### src/cpc_pkg.sv
package cpc_pkg;

   // register byte offsets on the bus
   localparam logic [7:0] ADDR_CTRL = 8'h00;
   localparam logic [7:0] ADDR_CMD = 8'h04;
   localparam logic [7:0] ADDR_STATUS = 8'h08;
   localparam logic [7:0] ADDR_USER_IO = 8'h0C;
   localparam logic [7:0] ADDR_SCAN_LOAD = 8'h10;
   localparam logic [7:0] ADDR_SCAN_CAPT = 8'h14;

   // option bits, in the control register and in the loaded option set
   localparam int OPT_W = 5;
   localparam int OPT_AS_TRISTATE = 0;
   localparam int OPT_USER_CLK = 1;
   localparam int OPT_INIT_DONE = 2;
   localparam int OPT_GLOBAL_OE = 3;
   localparam int OPT_GLOBAL_CLR = 4;
   localparam logic [OPT_W-1:0] OPT_RESET = 5'h00;

   // command register bits
   localparam int CMD_FRAME = 0;
   localparam int CMD_DONE = 1;

   // optional pin indices
   localparam int PIN_W = 4;
   localparam int PIN_USER_CLK = 0;
   localparam int PIN_INIT_DONE = 1;
   localparam int PIN_GLOBAL_OE = 2;
   localparam int PIN_GLOBAL_CLR = 3;
   localparam int UIO_OE_LSB = 4;
   localparam logic [7:0] UIO_RESET = 8'h00;

   // synchroniser lanes
   localparam int SY_W = 7;
   localparam int SY_RESTART = 0;
   localparam int SY_USER_CLK = 1;
   localparam int SY_GLOBAL_OE = 2;
   localparam int SY_GLOBAL_CLR = 3;
   localparam int SY_TCK = 4;
   localparam int SY_TMS = 5;
   localparam int SY_TDI = 6;

   // initialization length and serial clock divider
   localparam int CNT_W = 8;
   localparam logic [CNT_W-1:0] INIT_CYCLES = 8'h40;
   localparam logic [CNT_W-1:0] CNT_ZERO = 8'h00;
   localparam logic [CNT_W-1:0] CNT_ONE = 8'h01;
   localparam int DIV_W = 2;
   localparam logic [DIV_W-1:0] DIV_ONE = 2'h1;

   // scan chain
   localparam int SCAN_W = 32;
   localparam int IR_W = 4;
   localparam logic [SCAN_W-1:0] SCAN_RESET = 32'h00000000;
   localparam logic [IR_W-1:0] IR_CAPTURE = 4'h1;

   localparam logic [31:0] WORD_ZERO = 32'h00000000;

   typedef enum logic [1:0] {
      CPC_CFG_RESET,
      CPC_CFG_LOAD,
      CPC_CFG_INIT,
      CPC_CFG_USER
   } cpc_cfg_e;

   typedef enum logic [3:0] {
      CPC_TLR, CPC_RTI, CPC_SEL_DR, CPC_CAP_DR, CPC_SH_DR, CPC_EX1_DR,
      CPC_PA_DR, CPC_EX2_DR, CPC_UPD_DR, CPC_SEL_IR, CPC_CAP_IR,
      CPC_SH_IR, CPC_EX1_IR, CPC_PA_IR, CPC_EX2_IR, CPC_UPD_IR
   } cpc_tap_e;

endpackage

### src/cpc_sync.sv
`timescale 1ns/1ps
`default_nettype none

module cpc_sync #(
   parameter int W = 1
) (
   input wire logic hclk, // block clock
   input wire logic hresetn, // async reset, active low
   input wire logic [W-1:0] d, // asynchronous inputs
   output logic [W-1:0] q // synchronised levels
);

   logic [W-1:0] meta_q;

   // first stage feeds only the second stage
   always_ff @(posedge hclk or negedge hresetn) begin
      if (!hresetn) begin
         meta_q <= '0;
         q <= '0;
      end else begin
         meta_q <= d;
         q <= meta_q;
      end
   end

endmodule // cpc_sync

`default_nettype wire

### src/cpc_top.sv
// Contract
// - AS pins tri-stated in user mode when that option is on.
// - Unused optional pins act as user I/O, tri-stated with pull-up during configuration.
// - User start-up clock option times initialization from that external clock.
// - Init-done pin stays high impedance during restart and start of configuration.
// - Init-done driven low once its enable bit loads in first frame.
// - Global output enable low tri-states every I/O; high leaves them programmed.
// - Global clear low clears every device register; high leaves them programmed.
// - TDI sampled at each TCK rising edge.
// - TDO updated with next bit at each TCK falling edge.
// - TDO high impedance whenever nothing is shifted out.
// - TMS sampled at TCK rise; TAP state changes on following fall.
`timescale 1ns/1ps
`default_nettype none

module cpc_top
   import cpc_pkg::*;
(
   input wire logic hclk, // bus clock
   input wire logic hresetn, // async reset, active low
   input wire logic hsel, // slave select
   input wire logic [31:0] haddr, // byte address
   input wire logic [1:0] htrans, // transfer type
   input wire logic hwrite, // write when high
   input wire logic [2:0] hsize, // transfer size
   input wire logic [31:0] hwdata, // write data
   input wire logic hready, // bus ready
   output logic hreadyout, // slave ready
   output logic hresp, // always okay
   output logic [31:0] hrdata, // read data
   input wire logic config_restart_n, // configuration restart pin
   input wire logic user_startup_clock, // optional start-up clock pin
   input wire logic global_output_enable, // optional output-enable pin
   input wire logic global_register_clear_n, // optional clear pin
   input wire logic tck, // scan clock pin
   input wire logic tms, // scan mode pin
   input wire logic tdi, // scan data in pin
   output logic tdo, // scan data out
   output logic tdo_oe, // scan data out enable
   output logic dclk_out, // serial config clock
   output logic dclk_oe, // its enable
   output logic serial_config_data_oe, // serial data pin enable
   output logic flash_chip_select_n, // flash select, active low
   output logic flash_chip_select_n_oe, // its enable
   output logic flash_command_out, // flash command line
   output logic flash_command_out_oe, // its enable
   output logic [cpc_pkg::PIN_W-1:0] opt_io_out, // optional pin levels
   output logic [cpc_pkg::PIN_W-1:0] opt_io_oe, // optional pin enables
   output logic [cpc_pkg::PIN_W-1:0] opt_io_pullup, // weak pull-up enables
   output logic user_mode, // device in user mode
   output logic global_clear_n // device-wide clear, active low
);
   import cpc_pkg::*;

   logic [SY_W-1:0] sy;
   logic usrclk_prev_q, tck_prev_q;
   logic wr_pend_q;
   logic [7:0] wr_addr_q;
   logic [OPT_W-1:0] ctrl_q, opts_q;
   logic frame_q;
   cpc_cfg_e cfg_q, cfg_d;
   logic [CNT_W-1:0] cnt_q, cnt_d;
   logic [DIV_W-1:0] div_q;
   logic [7:0] uio_q;
   logic [SCAN_W-1:0] scan_load_q, scan_q, capt_q;
   logic [IR_W-1:0] ir_q;
   cpc_tap_e tap_q;
   logic tms_q;

   // every pin passes two flops before anything looks at it
   cpc_sync #(.W(SY_W)) u_sync (
      .hclk(hclk),
      .hresetn(hresetn),
      .d({tdi, tms, tck, global_register_clear_n, global_output_enable,
          user_startup_clock, config_restart_n}),
      .q(sy)
   );

   // edge detect on synchronised clocks
   wire usrclk_rise = sy[SY_USER_CLK] & ~usrclk_prev_q;
   wire tck_rise = sy[SY_TCK] & ~tck_prev_q;
   wire tck_fall = ~sy[SY_TCK] & tck_prev_q;
   wire restart = ~sy[SY_RESTART];

   always_ff @(posedge hclk or negedge hresetn) begin
      if (!hresetn) begin
         usrclk_prev_q <= 1'b0;
         tck_prev_q <= 1'b0;
      end else begin
         usrclk_prev_q <= sy[SY_USER_CLK];
         tck_prev_q <= sy[SY_TCK];
      end
   end

   // bus decode: zero wait states, writes land in the data phase
   wire ahb_go = hsel & htrans[1] & hready;
   wire wr_ctrl = wr_pend_q & (wr_addr_q == ADDR_CTRL);
   wire wr_cmd = wr_pend_q & (wr_addr_q == ADDR_CMD);
   wire wr_uio = wr_pend_q & (wr_addr_q == ADDR_USER_IO);
   wire wr_scan = wr_pend_q & (wr_addr_q == ADDR_SCAN_LOAD);
   wire [7:0] rd_addr = haddr[7:0];
   wire [31:0] status_w = {9'h000, sy, cnt_q, opts_q, frame_q, cfg_q};
   wire [31:0] rd_mux =
      (rd_addr == ADDR_CTRL) ? {27'h0000000, ctrl_q} :
      (rd_addr == ADDR_STATUS) ? status_w :
      (rd_addr == ADDR_USER_IO) ? {24'h000000, uio_q} :
      (rd_addr == ADDR_SCAN_LOAD) ? scan_load_q :
      (rd_addr == ADDR_SCAN_CAPT) ? capt_q : WORD_ZERO;

   // read data is fetched at the address phase so it is a flop output
   always_ff @(posedge hclk or negedge hresetn) begin
      if (!hresetn) begin
         wr_pend_q <= 1'b0;
         wr_addr_q <= ADDR_CTRL;
         hrdata <= WORD_ZERO;
         hreadyout <= 1'b1;
         hresp <= 1'b0;
      end else begin
         wr_pend_q <= ahb_go & hwrite;
         wr_addr_q <= rd_addr;
         hrdata <= (ahb_go & ~hwrite) ? rd_mux : hrdata;
         hreadyout <= 1'b1;
         hresp <= 1'b0;
      end
   end

   // global clear, only honoured once its option is loaded
   // clear on low level
   wire gclr = opts_q[OPT_GLOBAL_CLR] & ~sy[SY_GLOBAL_CLR];
   wire goe_off = opts_q[OPT_GLOBAL_OE] & ~sy[SY_GLOBAL_OE];

   // control register and options; restart throws loaded options away
   // options load with the first frame
   always_ff @(posedge hclk or negedge hresetn) begin
      if (!hresetn) begin
         ctrl_q <= OPT_RESET;
         opts_q <= OPT_RESET;
         frame_q <= 1'b0;
      end else if (restart) begin
         opts_q <= OPT_RESET;
         frame_q <= 1'b0;
      end else begin
         ctrl_q <= wr_ctrl ? hwdata[OPT_W-1:0] : ctrl_q;
         if (wr_cmd & hwdata[CMD_FRAME] & (cfg_q == CPC_CFG_LOAD) & ~frame_q) begin
            opts_q <= ctrl_q;
            frame_q <= 1'b1;
         end
      end
   end

   // initialization tick: external start-up clock or own clock
   // timing from the user start-up clock
   wire init_tick = opts_q[OPT_USER_CLK] ? usrclk_rise : 1'b1;
   wire load_done = wr_cmd & hwdata[CMD_DONE] & frame_q;

   // configuration sequence
   // fixed count before release
   always_comb begin
      cfg_d = cfg_q;
      cnt_d = cnt_q;
      case (cfg_q)
         CPC_CFG_RESET: begin
            cfg_d = CPC_CFG_LOAD;
            cnt_d = CNT_ZERO;
         end
         CPC_CFG_LOAD: begin
            if (load_done) begin
               cfg_d = CPC_CFG_INIT;
            end
         end
         CPC_CFG_INIT: begin
            if (init_tick) begin
               cnt_d = cnt_q + CNT_ONE;
               if (cnt_q == INIT_CYCLES - CNT_ONE) begin
                  cfg_d = CPC_CFG_USER;
               end
            end
         end
         CPC_CFG_USER: begin
            cfg_d = CPC_CFG_USER;
         end
         default: begin
            cfg_d = CPC_CFG_RESET;
         end
      endcase
      if (restart) begin
         cfg_d = CPC_CFG_RESET;
         cnt_d = CNT_ZERO;
      end
   end

   always_ff @(posedge hclk or negedge hresetn) begin
      if (!hresetn) begin
         cfg_q <= CPC_CFG_RESET;
         cnt_q <= CNT_ZERO;
      end else begin
         cfg_q <= cfg_d;
         cnt_q <= cnt_d;
      end
   end

   // user registers, wiped by the global clear
   always_ff @(posedge hclk or negedge hresetn) begin
      if (!hresetn) begin
         uio_q <= UIO_RESET;
         scan_load_q <= SCAN_RESET;
      end else if (gclr) begin
         uio_q <= UIO_RESET;
         scan_load_q <= SCAN_RESET;
      end else begin
         uio_q <= wr_uio ? hwdata[7:0] : uio_q;
         scan_load_q <= wr_scan ? hwdata : scan_load_q;
      end
   end

   // optional pin drive: user I/O only in user mode with option off
   wire in_user = (cfg_q == CPC_CFG_USER);
   wire in_cfg = (cfg_q == CPC_CFG_LOAD) | (cfg_q == CPC_CFG_INIT);
   wire [PIN_W-1:0] opt_on = {opts_q[OPT_GLOBAL_CLR], opts_q[OPT_GLOBAL_OE],
                              opts_q[OPT_INIT_DONE], opts_q[OPT_USER_CLK]};
   // unused optional pins as user I/O
   wire [PIN_W-1:0] uio_oe = {PIN_W{in_user & ~goe_off}} & ~opt_on &
                             uio_q[UIO_OE_LSB +: PIN_W];
   // released in restart and before the frame
   // driven low after the enable bit loads
   // released once user mode is reached
   wire init_low = opts_q[OPT_INIT_DONE] & frame_q & in_cfg;
   wire [PIN_W-1:0] opt_oe_d = {uio_oe[3:2], uio_oe[1] | init_low, uio_oe[0]};
   wire [PIN_W-1:0] opt_out_d = {uio_q[3:2], uio_q[1] & ~opt_on[PIN_INIT_DONE], uio_q[0]};
   // weak pull-up on undriven pins while not in user mode
   wire [PIN_W-1:0] pull_d = {PIN_W{~in_user}} & ~opt_oe_d;

   // active serial pins: clocked during loading, parked or released after
   // released in user mode with option on
   wire as_off = in_user & (opts_q[OPT_AS_TRISTATE] | goe_off);
   wire as_run = (cfg_q == CPC_CFG_LOAD);

   always_ff @(posedge hclk or negedge hresetn) begin
      if (!hresetn) begin
         div_q <= '0;
         dclk_out <= 1'b0;
         dclk_oe <= 1'b0;
         serial_config_data_oe <= 1'b0;
         flash_chip_select_n <= 1'b1;
         flash_chip_select_n_oe <= 1'b0;
         flash_command_out <= 1'b1;
         flash_command_out_oe <= 1'b0;
      end else begin
         div_q <= as_run ? div_q + DIV_ONE : '0;
         dclk_out <= as_run & div_q[DIV_W-1];
         dclk_oe <= ~as_off & ~restart;
         serial_config_data_oe <= 1'b0;
         flash_chip_select_n <= ~as_run;
         flash_chip_select_n_oe <= ~as_off & ~restart;
         flash_command_out <= 1'b1;
         flash_command_out_oe <= ~as_off & ~restart;
      end
   end

   // pin outputs and status flops
   always_ff @(posedge hclk or negedge hresetn) begin
      if (!hresetn) begin
         opt_io_out <= '0;
         opt_io_oe <= '0;
         opt_io_pullup <= '1;
         user_mode <= 1'b0;
         global_clear_n <= 1'b1;
      end else begin
         opt_io_out <= opt_out_d;
         opt_io_oe <= opt_oe_d;
         opt_io_pullup <= pull_d;
         user_mode <= in_user;
         global_clear_n <= ~gclr;
      end
   end

   // scan controller next state for a given mode bit
   function automatic cpc_tap_e tap_next(input cpc_tap_e s, input logic m);
      case (s)
         CPC_TLR: tap_next = m ? CPC_TLR : CPC_RTI;
         CPC_RTI: tap_next = m ? CPC_SEL_DR : CPC_RTI;
         CPC_SEL_DR: tap_next = m ? CPC_SEL_IR : CPC_CAP_DR;
         CPC_CAP_DR: tap_next = m ? CPC_EX1_DR : CPC_SH_DR;
         CPC_SH_DR: tap_next = m ? CPC_EX1_DR : CPC_SH_DR;
         CPC_EX1_DR: tap_next = m ? CPC_UPD_DR : CPC_PA_DR;
         CPC_PA_DR: tap_next = m ? CPC_EX2_DR : CPC_PA_DR;
         CPC_EX2_DR: tap_next = m ? CPC_UPD_DR : CPC_SH_DR;
         CPC_UPD_DR: tap_next = m ? CPC_SEL_DR : CPC_RTI;
         CPC_SEL_IR: tap_next = m ? CPC_TLR : CPC_CAP_IR;
         CPC_CAP_IR: tap_next = m ? CPC_EX1_IR : CPC_SH_IR;
         CPC_SH_IR: tap_next = m ? CPC_EX1_IR : CPC_SH_IR;
         CPC_EX1_IR: tap_next = m ? CPC_UPD_IR : CPC_PA_IR;
         CPC_PA_IR: tap_next = m ? CPC_EX2_IR : CPC_PA_IR;
         CPC_EX2_IR: tap_next = m ? CPC_UPD_IR : CPC_SH_IR;
         CPC_UPD_IR: tap_next = m ? CPC_SEL_DR : CPC_RTI;
         default: tap_next = CPC_TLR;
      endcase
   endfunction

   wire shift_dr = (tap_q == CPC_SH_DR);
   wire shift_ir = (tap_q == CPC_SH_IR);
   wire cpc_tap_e tap_d = tap_next(tap_q, tms_q);

   // rising edge: take mode and data bits, shift the chains
   // data taken on rise
   always_ff @(posedge hclk or negedge hresetn) begin
      if (!hresetn) begin
         tms_q <= 1'b1;
         scan_q <= SCAN_RESET;
         ir_q <= IR_CAPTURE;
         capt_q <= SCAN_RESET;
      end else if (tck_rise) begin
         tms_q <= sy[SY_TMS];
         if (tap_q == CPC_CAP_DR) begin
            scan_q <= scan_load_q;
         end else if (shift_dr) begin
            scan_q <= {sy[SY_TDI], scan_q[SCAN_W-1:1]};
         end
         if (tap_q == CPC_CAP_IR) begin
            ir_q <= IR_CAPTURE;
         end else if (shift_ir) begin
            ir_q <= {sy[SY_TDI], ir_q[IR_W-1:1]};
         end
         capt_q <= (tap_q == CPC_UPD_DR) ? scan_q : capt_q;
      end
   end

   // falling edge: move the controller, present the next output bit
   // state changes on fall
   always_ff @(posedge hclk or negedge hresetn) begin
      if (!hresetn) begin
         tap_q <= CPC_TLR;
         tdo <= 1'b0;
         tdo_oe <= 1'b0;
      end else if (tck_fall) begin
         tap_q <= tap_d;
         tdo <= (tap_d == CPC_SH_IR) ? ir_q[0] : scan_q[0];
         tdo_oe <= (tap_d == CPC_SH_DR) | (tap_d == CPC_SH_IR);
      end
   end

   // hsize is unused: only whole-word accesses are expected
   wire unused_ok = &{1'b0, hsize, haddr[31:8], hwdata[31:8]};

endmodule // cpc_top

`default_nettype wire

### config.mk
export PLATFORM = sky130hd
export DESIGN_NAME = cpc_top
export DESIGN_NICKNAME = d
export VERILOG_FILES = /design/src/cpc_pkg.sv /design/src/cpc_sync.sv /design/src/cpc_top.sv
export SDC_FILE = /design/constraint.sdc
export NUM_CORES = 1
export LEC_CHECK = 0
export BUFFER_PORTS_ARGS = -buffer_cell sky130_fd_sc_hd__buf_2
export CAP_MARGIN = 20
export CORE_UTILIZATION = 35
export DETAILED_ROUTE_END_ITERATION = 10
export SYNTH_ARGS = -nofsm -noshare
export SYNTH_HDL_FRONTEND = slang
export SYNTH_SLANG_ARGS = --single-unit
export TNS_END_PERCENT = 10
### constraint.sdc
create_clock -name hclk -period 2.3 [get_ports hclk]
set_clock_uncertainty 0.2 [all_clocks]
set_input_delay 0.46 -clock hclk [delete_from_list [all_inputs] [get_ports hclk]]
set_output_delay 0.46 -clock hclk [all_outputs]
set_load 0.03 [all_outputs]
==> impl_metrics.ini <==
[synthesis]
avgSynthCellArea_sq_um = 11.54
yosys_warnings = 0
synth_enable_flop_cells = 0
synth-main-ff-cell = dfrtp_1
netlist_area_sq_mm = 0.009032
synth_top_cell_by_area = dfrtp_1
syn-instance-count = 783
yosysSeqAreaShare_pct = 58.84
ys_top_cells_by_area = dfrtp_1 (57%), mux2i_1 (7.8%), o21ai_0 (5.2%)
synth_async_sr_flop_share_pct = 100.0
synth_top_cell_area_share_pct = 56.52
ys_ff_latch = 212
synth_common_cells = dfrtp_1 (204), o21ai_0 (94), nand2_1 (83)
ys_types = 53
yosysMostFrequentCell = dfrtp_1

[global_route]
grt_pass1_wl_microns = 35830
grtUsageMet3_pct = 2.343
grt_max_degree = 65
grt_antenna_before_repair = 0
grt_pass1_vias = 6456
use_met1_pct = 25.22
busiest_layer = met2
grt_usage_pct = 17.18
met2_usage_pct = 26.81
grt_overflow = 0

[worst_hold_path]
hold_path.class = in2reg
min_from = hwdata[5]

[cells_and_area]
regArea_sq_mm = 0.005315
final_cells = 1287
diodes = 0
fill_cells = 2331
drive_above_1_share_pct = 24.87
multi_input_area_sq_mm = 0.003476
syn_to_final_growth_pct = 25.39
fin_nets = 1027

[cts]
cts_buffers = 23
clock-root-buffer = clkbuf_16
cts.htree.levels = 1
cts_sinks = 212
clk_pin_slew_worst_paths_ns = 0.06
cts_setup_buffers = 0
clock_path_buffers = 3
clk_latency_ns = 0.50
tritoncts = done

[sta]
layout_worst_path_cycle_share_pct = 94.14
fmax_mhz = 461.8
tns_ns = 0
tightestPinTransition_ns = 0.7489
worst_slack_ns = 0.1348
rsz0062_at_grt = no
setup_viol = 0
maxSlewViolCount = 0
hold_violations = 0
fin_crit_ns = 2.165
max_slew_margin_pct = 49.55

[worst_setup_path]
critical_path_peak_fanout = 4
crit_type = reg2reg
cp-end-kind = register
startpoint = cnt_q[1]$_DFFE_PN0P_
reg2reg_from = cnt_q[1]$_DFFE_PN0P_
critical_path_arrival_ns = 2.33
crit_required_ns = 2.46
start_kind = register

[drt]
drc = 0
num_vias = 6473
drt-pass1-iter-count = 4
post_drt_wl_per_cell_microns = 17.22
ant_nets = 0
finalWirelength_microns = 22170
drtIter0Drc = 510
vias_per_cell = 5.030

[power]
netSwitchingFraction_pct = 26.97
p_comb_share_pct = 15.8
p_per_area_mw_per_mm2 = 827.4
irDropWorstVdd_mv = 0.5282
clock_power_share_pct = 39.8
pwr-share-seq_pct = 44.4
p_leak_uw = 0.005207
netSwitchingPower_uw = 2527
cellInternalPower_uw = 6844

[floorplanning]
start_util_pct = 35.77
fp.dieW_microns = 162.6
core_area_sq_mm = 0.02525
pin_count = 138
row_count = 58
die_y_microns = 162.6
dieArea_sq_mm = 0.02645

[place]
dpl.cell_count = 1207
post-place-ws_ns = 0.05132
gp_congestion = 0.8727
port_buffers = 105
dp_hpwl_microns = 15190

[run_status]
outcome = completed

[job]
drv_cap = 0
[sequential cells by signal, indices dropped and copies added (netlist names), 5 cells and up]
name           flops
hrdata            32
uio_q              8
scan_load_q       32
scan_q            32
opts_q             5
cnt_q              8
capt_q            32
u_sync.q           7
wr_addr_q          8
ctrl_q             5
u_sync.meta_q      7
[final timing paths]
path                                           to  slack, ns  cells past startpoint
max in group asynchronous  hrdata[10]$_DFFE_PN0P_       0.90                      3
min in group asynchronous  scan_q[26]$_DFFE_PN0P_       0.32                      2
max reg2reg                  cfg_q[0]$_DFFE_PN0P_       0.13                      6
max                          cfg_q[0]$_DFFE_PN0P_       0.13                      6
min reg2reg                 u_sync.q[5]$_DFF_PN0_       0.15                      0
min                          uio_q[5]$_DFFE_PN0P_       0.01                      2
[power groups by stage]
| stage | combinational (uW) | clock, uW | sequential (uW) |
|---|---|---|---|
| final | 1480 | 3730 | 4160 |
| after global routing | 1640 | 3960 | 4190 |
| after CTS | 1480 | 3800 | 4160 |
| after detailed placement | 1430 | 0 | 4220 |
| after global placement | 1410 | 0 | 4220 |
| after floorplan | 878 | 0 | 4270 |
[metrics by stage]
stage                     power [uW]  hold WS [ns]  cell area (sq um)  utilization [%]
after global routing            9791      0.006641              11330            44.85
final                           9371       0.01068              11330            44.85
after floorplan                 5144      -0.03559               9040                -
after global placement          5628        0.1331              10140            40.15
after detailed placement        5649        0.1371              10140            40.15
after CTS                       9441      0.003583              11300            44.76
[cell usage in the layout, fill, tap and decap left out, types with 25 or more instances in the layout]
cell,synthesis,layout
o21ai_0,94,94
mux2i_1,70,70
dfrtp_1,204,204
dlygate4sd3_1,0,39
a22o_1,42,42
nand2_1,83,83
buf_2,17,104
buf_4,9,26
mux2_2,39,39
a21oi_1,25,25
nor2_1,40,40
[repair_timing]
action	CTS	global route
hold endpoints to repair	93	0
resized for setup	0	3
setup endpoints to repair	0	4
hold buffers	39	0
[metal layers]
metal  wire (microns)  part of all wire [%]
met4              382                   1.7
met3             1001                   4.5
met2            10020                    45
met5                0                     0
met1            10760                    49
[cell families (layout without fill, tap and decap cells)]
family,after synthesis,count (layout),share of synthesized area (%)
compound gates,203,203,14.07
simple gates,187,187,10.15
other cells,2,4,0.08315
fa+ha+maj,5,5,0.6926
mux,109,109,12.62
buf+inv,61,233,3.144
flops,212,212,58.84
xor+xnor,4,4,0.3879
[critical path, stage by stage (launching register included)]
cell	delay [ns]
dfrtp_1	0.41
ha_1	0.21
and3_1	0.20
nand3_1	0.15
o41ai_4	0.43
nor4b_2	0.33
o31ai_1	0.10
[cell type report]
cell class | count | area share, %
Sequential cell | 212 | 46.93
Clock inverter | 5 | 0.6960
Tap cell | 330 | 3.646
Timing Repair Buffer | 179 | 11.48
Clock buffer | 36 | 6.131
Multi-Input combinational cell | 512 | 30.69
Inverter | 13 | 0.4308
Power figures use the tool's default switching activity.
